### src/adcsp_sync.sv
`timescale 1ns/1ps
package adcsp_pkg;
  // All counts are in master clock cycles; clk is the master clock.
  localparam int         ADCSP_WORD_W      = 24;
  localparam int         ADCSP_CONV_CNT_W  = 9;
  localparam int         ADCSP_PH_CNT_W    = 4;
  localparam logic [8:0] ADCSP_HIGH_CYC    = 9'h162;
  localparam logic [8:0] ADCSP_LOW_CYC     = 9'h040;
  localparam logic [8:0] ADCSP_CONV_LEN    = ADCSP_HIGH_CYC + ADCSP_LOW_CYC;
  localparam logic [8:0] ADCSP_GROUP_DELAY = 9'h0a0;
  localparam logic [8:0] ADCSP_EARLY_CYC   = 9'h002;
  localparam logic [3:0] ADCSP_LEAD_CYC    = 4'h8;
  localparam logic [3:0] ADCSP_TAIL_CYC    = 4'h8;
  localparam logic       ADCSP_STRAP_SELF  = 1'h1;

  typedef struct packed {
    logic strap;
    logic cs_n;
    logic sclk;
  } adcsp_pins_s;

  typedef enum logic [1:0] {
    ADCSP_IDLE  = 2'b00,
    ADCSP_LEAD  = 2'b01,
    ADCSP_SHIFT = 2'b10,
    ADCSP_TAIL  = 2'b11
  } adcsp_state_e;
endpackage

module adcsp_sync #(
  parameter int W = 1
) (
  input  wire logic         clk,
  input  wire logic         reset_n,
  input  wire logic         clk_en,
  input  wire logic [W-1:0] async_in,
  output logic      [W-1:0] sync_out
);
  logic [W-1:0] meta;

  always_ff @(posedge clk) begin
    if (!reset_n) begin
      meta     <= '0;
      sync_out <= '0;
    end else if (clk_en) begin
      meta     <= async_in;
      sync_out <= meta;
    end
  end
endmodule // adcsp_sync

### src/adcsp_port.sv
`timescale 1ns/1ps
// Operation
// [RULE1] The strap picks self-clocked mode when high and externally clocked mode when low.
// [RULE2] In self-clocked mode both serial clock and data outputs float while chip select is high.
// [RULE3] In self-clocked mode the first serial clock rise comes 8 cycles after chip select falls.
// [RULE4] In self-clocked mode the MSB is driven once chip select is low after ready has fallen.
// [RULE5] In self-clocked mode ready returns high 8 cycles after the last serial clock rise.
// [RULE6] In externally clocked mode the host supplies the serial clock and shifts the word out.
// [RULE7] In externally clocked mode data floats while chip select is high and is driven when low.
// [RULE8] In externally clocked mode the host keeps chip select high until after ready falls.
// [RULE9] In externally clocked mode ready returns high after the serial clock fall ending the word.
// [RULE10] The filter result is taken 160 cycles into the 354-cycle high-power phase.
// [RULE11] In self-clocked mode the serial clock is the master clock divided by two.
// [RULE12] The word is shifted out MSB first, one bit per serial clock, until all bits are sent.
// [RULE13] Each result at the port is a 24-bit word.
// [RULE14] At conversion end the result is loaded into the port and ready is driven low.
// [RULE15] Ready rises once every bit of the word has left the port.
// [RULE16] An unread word with chip select low lets ready rise two cycles before the next conversion ends.
module adcsp_port
  import adcsp_pkg::*;
#(
  parameter int WORD_W = ADCSP_WORD_W
) (
  input  wire logic              clk,
  input  wire logic              reset_n,
  input  wire logic              clk_en,
  input  wire logic              conv_start,
  input  wire logic [WORD_W-1:0] filt_data,
  input  wire logic              serial_mode_strap,
  input  wire logic              cs_n,
  input  wire logic              sclk_in,
  output logic                   sclk_out,
  output logic                   sclk_oe,
  output logic                   sdo,
  output logic                   sdo_oe,
  output logic                   data_ready_n
);
  localparam int BW = $clog2(WORD_W + 1);

  // [RULE13] word width check
  if (WORD_W < 2 || WORD_W > 32) begin : g_bad_width
    $error("adcsp_port: WORD_W must lie between 2 and 32");
  end

  adcsp_pins_s                 pins;
  adcsp_state_e                state;
  logic        [ADCSP_PH_CNT_W-1:0]   ph_cnt;
  logic        [ADCSP_CONV_CNT_W-1:0] conv_cnt;
  logic                        conv_busy;
  logic        [WORD_W-1:0]    filt_hold;
  logic        [WORD_W-1:0]    sreg;
  logic        [BW-1:0]        bit_cnt;
  logic                        sclk_d;
  logic                        mode_ssc;
  logic                        cs_low;
  logic                        load;
  logic                        ssc_shift;
  logic                        sec_shift;
  logic                        ssc_done;
  logic                        sec_done;
  logic                        early_release;

  // Strap, chip select and host clock all come from pins.
  adcsp_sync #(
    .W ($bits(adcsp_pins_s))
  ) u_sync (
    .clk      (clk),
    .reset_n  (reset_n),
    .clk_en   (clk_en),
    .async_in ({serial_mode_strap, cs_n, sclk_in}),
    .sync_out (pins)
  );

  // [RULE1] mode from strap
  assign mode_ssc = (pins.strap == ADCSP_STRAP_SELF);
  assign cs_low   = !pins.cs_n;
  assign load     = conv_busy && (conv_cnt == ADCSP_CONV_LEN - 9'h001);
  assign ssc_shift = (state == ADCSP_SHIFT) && sclk_out && (bit_cnt != BW'(WORD_W - 1));
  // [RULE6] host clock falls shift
  assign sec_shift = !mode_ssc && cs_low && !data_ready_n && sclk_d && !pins.sclk && (bit_cnt != BW'(WORD_W));
  assign ssc_done  = (state == ADCSP_TAIL) && (ph_cnt == ADCSP_TAIL_CYC - 4'h2);
  // [RULE9] last host clock fall
  assign sec_done  = sec_shift && (bit_cnt == BW'(WORD_W - 1));
  // [RULE16] unread word released early
  assign early_release = conv_busy && (conv_cnt == ADCSP_CONV_LEN - 9'h001 - ADCSP_EARLY_CYC)
                         && !data_ready_n && cs_low && (bit_cnt == '0) && (state == ADCSP_IDLE);

  // Only edges of the second synchroniser stage are looked at.
  always_ff @(posedge clk) begin
    if (!reset_n) begin
      sclk_d <= 1'b0;
    end else if (clk_en) begin
      sclk_d <= pins.sclk;
    end
  end

  // [RULE10] conversion timing and filter tap
  always_ff @(posedge clk) begin
    if (!reset_n) begin
      conv_busy <= 1'b0;
      conv_cnt  <= '0;
      filt_hold <= '0;
    end else if (clk_en) begin
      if (conv_busy && conv_cnt == ADCSP_GROUP_DELAY) begin
        filt_hold <= filt_data;
      end
      if (!conv_busy && conv_start) begin
        conv_busy <= 1'b1;
        conv_cnt  <= '0;
      end else if (load) begin
        conv_busy <= 1'b0;
      end else if (conv_busy) begin
        conv_cnt <= conv_cnt + 9'h001;
      end
    end
  end

  // [RULE12] MSB-first shift register
  always_ff @(posedge clk) begin
    if (!reset_n) begin
      sreg    <= '0;
      bit_cnt <= '0;
    end else if (clk_en) begin
      if (load) begin
        sreg    <= filt_hold;
        bit_cnt <= '0;
      end else if (ssc_shift || sec_shift) begin
        sreg    <= {sreg[WORD_W-2:0], 1'b0};
        bit_cnt <= bit_cnt + BW'(1);
      end
    end
  end
  assign sdo = sreg[WORD_W-1];

  // [RULE15] ready strobe, a new load wins
  always_ff @(posedge clk) begin
    if (!reset_n) begin
      data_ready_n <= 1'b1;
    end else if (clk_en) begin
      // [RULE14] load drops ready
      if (load) begin
        data_ready_n <= 1'b0;
      end else if (ssc_done || sec_done || early_release) begin
        data_ready_n <= 1'b1;
      end
    end
  end

  // [RULE2] output enables follow chip select
  always_ff @(posedge clk) begin
    if (!reset_n) begin
      sdo_oe  <= 1'b0;
      sclk_oe <= 1'b0;
    end else if (clk_en) begin
      // [RULE7] data driven while selected
      sdo_oe  <= cs_low;
      sclk_oe <= cs_low && mode_ssc;
    end
  end

  // Self-clocked sequencer; a chip select rise aborts the read cleanly.
  always_ff @(posedge clk) begin
    if (!reset_n) begin
      state    <= ADCSP_IDLE;
      ph_cnt   <= '0;
      sclk_out <= 1'b0;
    end else if (clk_en) begin
      if (!mode_ssc || !cs_low || load) begin
        state    <= ADCSP_IDLE;
        sclk_out <= 1'b0;
      end else begin
        unique case (state)
          // [RULE4] start once selected after ready fell
          ADCSP_IDLE: begin
            if (!data_ready_n && bit_cnt == '0) begin
              state  <= ADCSP_LEAD;
              ph_cnt <= '0;
            end
          end
          // [RULE3] lead-in before first rise
          ADCSP_LEAD: begin
            if (ph_cnt == ADCSP_LEAD_CYC - 4'h1) begin
              sclk_out <= 1'b1;
              state    <= ADCSP_SHIFT;
            end else begin
              ph_cnt <= ph_cnt + 4'h1;
            end
          end
          // [RULE11] toggle every master cycle
          ADCSP_SHIFT: begin
            sclk_out <= !sclk_out;
            if (sclk_out && bit_cnt == BW'(WORD_W - 1)) begin
              state  <= ADCSP_TAIL;
              ph_cnt <= '0;
            end
          end
          // [RULE5] tail before ready rises
          ADCSP_TAIL: begin
            if (ssc_done) begin
              state <= ADCSP_IDLE;
            end else begin
              ph_cnt <= ph_cnt + 4'h1;
            end
          end
        endcase
      end
    end
  end
endmodule // adcsp_port

### config.mk
export PLATFORM = sky130hd
export DESIGN_NAME = adcsp_port
export DESIGN_NICKNAME = d
export VERILOG_FILES = /design/src/adcsp_sync.sv /design/src/adcsp_port.sv
export SDC_FILE = /design/constraint.sdc
export NUM_CORES = 1
export LEC_CHECK = 0
export ABC_AREA = 1
export BUFFER_PORTS_ARGS = -buffer_cell sky130_fd_sc_hd__buf_2
export CELL_PAD_IN_SITES_DETAIL_PLACEMENT = 0
export CELL_PAD_IN_SITES_GLOBAL_PLACEMENT = 1
export CORE_UTILIZATION = 43
export CTS_CLUSTER_DIAMETER = 40
export CTS_CLUSTER_SIZE = 8
export DETAILED_ROUTE_END_ITERATION = 8
export MAX_ROUTING_LAYER = met4
export PLACE_DENSITY_LB_ADDON = 0.1
export SLEW_MARGIN = 20
export SYNTH_ARGS = -nofsm -noshare
export SYNTH_HDL_FRONTEND = slang
export SYNTH_SLANG_ARGS = --single-unit
### constraint.sdc
create_clock -name clk -period 1.59 [get_ports clk]
set_input_delay 0.3975 -clock clk [delete_from_list [all_inputs] [get_ports clk]]
set_output_delay 0.3975 -clock clk [all_outputs]
set_load 0.01 [all_outputs]
* Word-level counts from Yosys, hierarchy flattened
Cells that the tools add are included.
** Storage, ports and cells
- Output and inout port bits :: 5
- Logic and storage cells :: 109
- Flip-flop bits (word level) :: 80
- Bits of input ports :: 31
** Cells by class
- $add $sub $neg :: 3
- Equality and inequality tests :: 20
- Bitwise gates (word level) :: 1
- Mux-type cells :: 25
- Reduce and logical (&&, ||, !) cells :: 46
** Operator list (count)
- 24-bit 2-to-1 mux :: 2
- 9-bit 2-to-1 mux :: 3
- 1-bit logical AND :: 20
- 9-bit == test, second input constant :: 2
- 4-bit 2-to-1 mux :: 4
- 4-bit one-hot mux with 4 select lines :: 1
- 2-bit 2-to-1 mux :: 5
- 5-bit 2-to-1 mux :: 2
- 5-bit inequality test, second input constant :: 2
- 9-bit by 1-bit adder with 9-bit output, second input constant :: 1
- 9-bit by 8-bit == test with 1-bit output, second input constant :: 1
- 4-bit by 3-bit == test with 1-bit output, second input constant :: 2
- 2-bit one-hot mux with 4 select lines :: 1
- 2-bit AND reduction :: 4
- 2-bit nonzero test :: 4
- 1-bit zero test :: 6
- 1-bit 2-to-1 mux :: 6
- 2-bit by 1-bit inequality test with 1-bit output, second input constant :: 3
- 3-bit by 1-bit inequality test with 1-bit output, second input constant :: 2
- 3-bit AND reduction :: 2
- 6-bit AND reduction :: 1
- 5-bit by 1-bit adder with 5-bit output, second input constant :: 1
- 5-bit == test, second input constant :: 1
- 5-bit zero test :: 1
- 12 further kinds :: 18

* Logic depth before layout (Yosys ltp)
- Depth in word-level cells :: 11
- Mapped depth :: 11
- Gate-level depth less buffers :: 11

* Cells and area by module
A second synthesis with hierarchy kept.
** Second synthesis, totals
- Cells, all modules :: 589
- Area total of the unflattened synthesis :: 3972.6 µm²
** By module, submodules not included
- adcsp_port :: area an instance 3716.1 µm², seq. area each 1481.4 µm², times used 1, cells an instance 552
- adcsp_sync :: area an instance 256.5 µm², seq. area each 120.1 µm², times used 1, cells an instance 37

* Worst setup path before layout
Ideal clock, no wire load.
- Path kind :: register to register
- Start point :: register conv_cnt[0]
- End point :: register sreg[10]
- Library setup time :: 113 ps
- Buffers on the path :: 1
- Cell stages (with the launch flop) :: 10
- Arrival :: 1341 ps
- Clock period less this slack :: 1453 ps
- Slack :: 137 ps
- Required time :: 1477 ps
- Cells stage by stage :: dfxtp_1 ha_1 nand2_1 nor2_2 nand3_4 nand3_2 nand2_4 buf_4 nor2_1 nor2_1
** Between the ends
- Cells in the longest elaborated chain, start to end :: 4
- Elaborated cells on any way between the ends :: 5
- Classes of those cells :: 1 x eq/ne; 1 x mux; 3 x reduce/logical
** RTL lines
- from (decl) :: RTL line adcsp_port.sv:48 : logic [ADCSP_CONV_CNT_W-1:0] conv_cnt;
- from (signal assigned) :: RTL line adcsp_port.sv:113 : conv_cnt <= conv_cnt + 9'h001;
- 9-bit == test * :: RTL line adcsp_port.sv:77 : assign load = conv_busy && (conv_cnt == ADCSP_CONV_LEN - 9'h001);
- 1-bit logical AND * :: RTL line adcsp_port.sv:77
- 2-bit nonzero test (no source line)
- 2-bit AND reduction (no source line)
- to (signal assigned) :: RTL line adcsp_port.sv:125 : sreg <= filt_hold;
- to (signal assigned) :: RTL line adcsp_port.sv:128 : sreg <= {sreg[WORD_W-2:0], 1'b0};
- to (decl) :: RTL line adcsp_port.sv:51 : logic [WORD_W-1:0] sreg;
Mark *: on every way between the ends. The rest lies on a longest branch, timed or not.
A chain may end at the register's enable or synchronous reset.

* Final worst setup path
- Start point :: register conv_cnt[4]
- End point :: register sreg[7]
The elaborated chain is that of the path after synthesis.

==> results.toml <==
[status]
status = "finished clean"

[clock_network]
cts.sinks = 80
clkSlewWorstSetupHoldPaths_ns = 0.09
clockRootBuffer = "clkbuf_8"
htreeDepth = 3
cts_buffer_depth = 2
cts_tree = "done"
clock_latency_ns = 0.35
numCtsBuffers = 9
hold_buffers = 0

[placed_design]
dp.cells = 762
port_buffers = 35
placed_area_mm2 = 0.00458
dpl.hpwl_um = 6340
globalplace.congestion = 0.812
pre_cts_slack_ns = 0.00491

[pwr]
p_seq_share_pct = 50.5
comb_power_share_pct = 9.1
p_total_mw = 4.09
power.density_mw_per_mm2 = 781
switchingPower_mw = 1.03
swShare_pct = 25.2
internal-power_mw = 3.06
power.leakage_nw = 2.24
vdd_drop_max_mv = 0.475
p_clk_share_pct = 40.4

[critical_path]
crit_path_max_fanout = 10
rrSetupSlack_ns = 0.006
start_kind = "flop"
r2r-end = "sreg[7]"
reg2reg_depth = 9
arrival_ns = 1.84
cp-end-kind = "flop"
critPathKind = "reg -> reg"
r2r-start = "conv_cnt[4]"
required_ns = 1.84

[logic_synthesis]
avgSynthCellArea_um2 = 6.88
synth_edf_count = 0
mappedNetlistArea_mm2 = 0.00413
synthMuxAreaShare_pct = 0
ys_seq_area_share_pct = 38.8
yosys_warnings = 0
post_synth_fa_ha_maj_area_fraction_pct = 3.34
synth_cells = 600
synth_top_flop_cell = "dfxtp_1"
synth_top_family_by_area = "simple AND/OR/NAND/NOR gates"
synth_nets = 642
synth_compound_area_share_pct = 8.19
synth-simple-area-share_pct = 39.0
async_reset_ff_share_pct = 0
synth-seq-cells = 80
synthXorXnorAreaFrac_pct = 0.424
ys_types = 29

[die]
core_mm2 = 0.00928
rows = 35
dieArea_mm2 = 0.00999
die_h_um = 100
io_pins = 36
die_w_um = 100
start_util_pct = 44.4

[drt]
routed_wirelength_um = 9510
wl_per_cell_um = 12.1
viasPerCell = 4.85
firstDrtPassIters = 4
drtIter0Drc = 98
num_vias = 3824
drc = 0
ant_nets = 0

[timing]
setup_viol = 0
worstMarginPinSlew_ns = 0.385
finClkSkew_ns = 0.00521
rsz0062_at_grt = "yes"
fin_ws_ns = 0.00560
holdWs_ns = 0.262
layout_min_cycle_time_ns = 1.58
period_share_pct = 99.6
fin_tns_setup_ns = 0
fmax_mhz = 631
relSlewSlack_pct = 74.0
hold_viol_final = 0
drv_slew = 0

[hold_path]
min_path_type = "in -> reg"
hp-start = "sclk_in"
hold_end = "u_sync.meta[0]"
holdPathStages = 3

[grt]
grt_pass1_wl_um = 15400
grtUsageTotal_pct = 19.9
antenna_found_initial = 0
grt_pass1_vias = 3371
grt_overflow_total = 0
grt_max_degree = 39

[final_layout]
nets = 697
instances_no_fill = 788
final_util_pct = 56.4
antenna_cells = 0
areaGrowthSynthToFinish_pct = 26.9
fin_area_mm2 = 0.00524
drive_gt1_share_pct = 28.8
nFillCells = 918

[flow_run]
maxCapViolations = 0
==> Yosys cell counts (2+ instances only) <==
master	count	area, µm²
a21oi_1	29	145
buf_2	6	30.0
buf_4	4	30.0
buf_6	5	56.3
clkbuf_1	14	52.6
dfxtp_1	80	1600
ha_1	11	138
inv_1	60	225
inv_2	5	18.8
nand2_1	134	503
nand2_2	2	12.5
nand3_1	26	130
nand3_2	2	20.0
nand4_1	14	87.6
nor2_1	104	390
nor2_2	3	18.8
nor2_4	2	22.5
nor3_1	31	155
nor3_2	20	200
o21ai_0	24	120
o21ai_1	13	65.1
or2_2	3	18.8
xor2_1	2	17.5
==> layout make-up <==
class | instances | area, µm² | share of cell area (%)
timing repair buffer | 73 | 626 | 11.9
inverter | 67 | 262 | 4.99
clock inverter | 6 | 85.1 | 1.62
tap | 129 | 161 | 3.08
multi-input combinational | 424 | 2360 | 45.1
clock buffer | 9 | 124 | 2.37
sequential | 80 | 1620 | 30.9
==> worst max path at each step <==
| stage | start | endpoint | slack, ns | cells after the start |
|---|---|---|---|---|
| after CTS | conv_cnt[1] | sreg[22] | 0.002 | 10 |
| final | conv_cnt[4] | sreg[7] | 0.006 | 9 |
| after detailed placement | conv_cnt[1] | sreg[22] | 0.005 | 10 |
| after global placement | conv_cnt[0] | filt_hold[3] | 0.07 | 7 |
| after global routing | bit_cnt[4] | bit_cnt[1] | -0.07 | 9 |
| after floorplan | conv_cnt[0] | sreg[10] | 0.14 | 9 |
==> cells in the final DEF, fill, tap and decap left out, types with 11 or more instances in the layout <==
cell | synthesis | layout
buf_2 | 6 | 35
nand3_1 | 26 | 26
nand2_2 | 2 | 20
dfxtp_1 | 80 | 70
nand4_1 | 14 | 14
o21ai_0 | 24 | 23
inv_1 | 60 | 58
nand2_1 | 134 | 107
nor3_1 | 31 | 28
nor3_2 | 20 | 23
buf_4 | 4 | 25
nor2_1 | 104 | 95
o21ai_1 | 13 | 11
a21oi_1 | 29 | 26
==> power by group through the flow <==
stage	registers, mW	logic, mW	clock network [mW]
floorplan	2.11	0.195	0
global placement	2.11	0.323	0
detailed placement	2.11	0.326	0
CTS	2.06	0.327	1.70
global route	2.07	0.415	1.77
finish	2.07	0.372	1.65
==> logic make-up (layout without fill, tap and decap cells) <==
logic type      after synthesis  in the layout
buf+inv                      96            155
xor+xnor                      2              2
simple gates                344            344
compound gates               67             67
fa+ha+maj                    11             11
flops                        80             80
==> registers in the layout, summed over array words and instances (netlist names), 2 cells and up <==
signal and cells:
bit_cnt 5, conv_cnt 9, filt_hold 24, ph_cnt 4, sreg 24, state 2, u_sync.meta 3, u_sync.sync_out 3
==> worst max-delay path, stage by stage (launching register included) <==
cell       delay (ns)
dfxtp_2          0.33
inv_1            0.08
nand2_2          0.06
nor2_4           0.20
nand3_4          0.20
nand3_4          0.17
nand2_8          0.11
clkbuf_16        0.18
nor2_1           0.10
nor2_1           0.05
==> routing by layer <==
layer	track usage, %	up-vias	routed length, µm
li1	-	2024	-
met1	26.4	1734	4830
met2	30.5	54	4260
met3	2.79	12	262
met4	7.92	0	156
met5	-	-	0
==> timing repair <==
item | CTS | global route
endpoints found under the setup margin | 1 | 60
gates resized for setup | 2 | 85
gates cloned | 0 | 5
setup buffers | 0 | 6
pin swaps | 0 | 16
No activity file was read; power rests on OpenSTA's default activity.
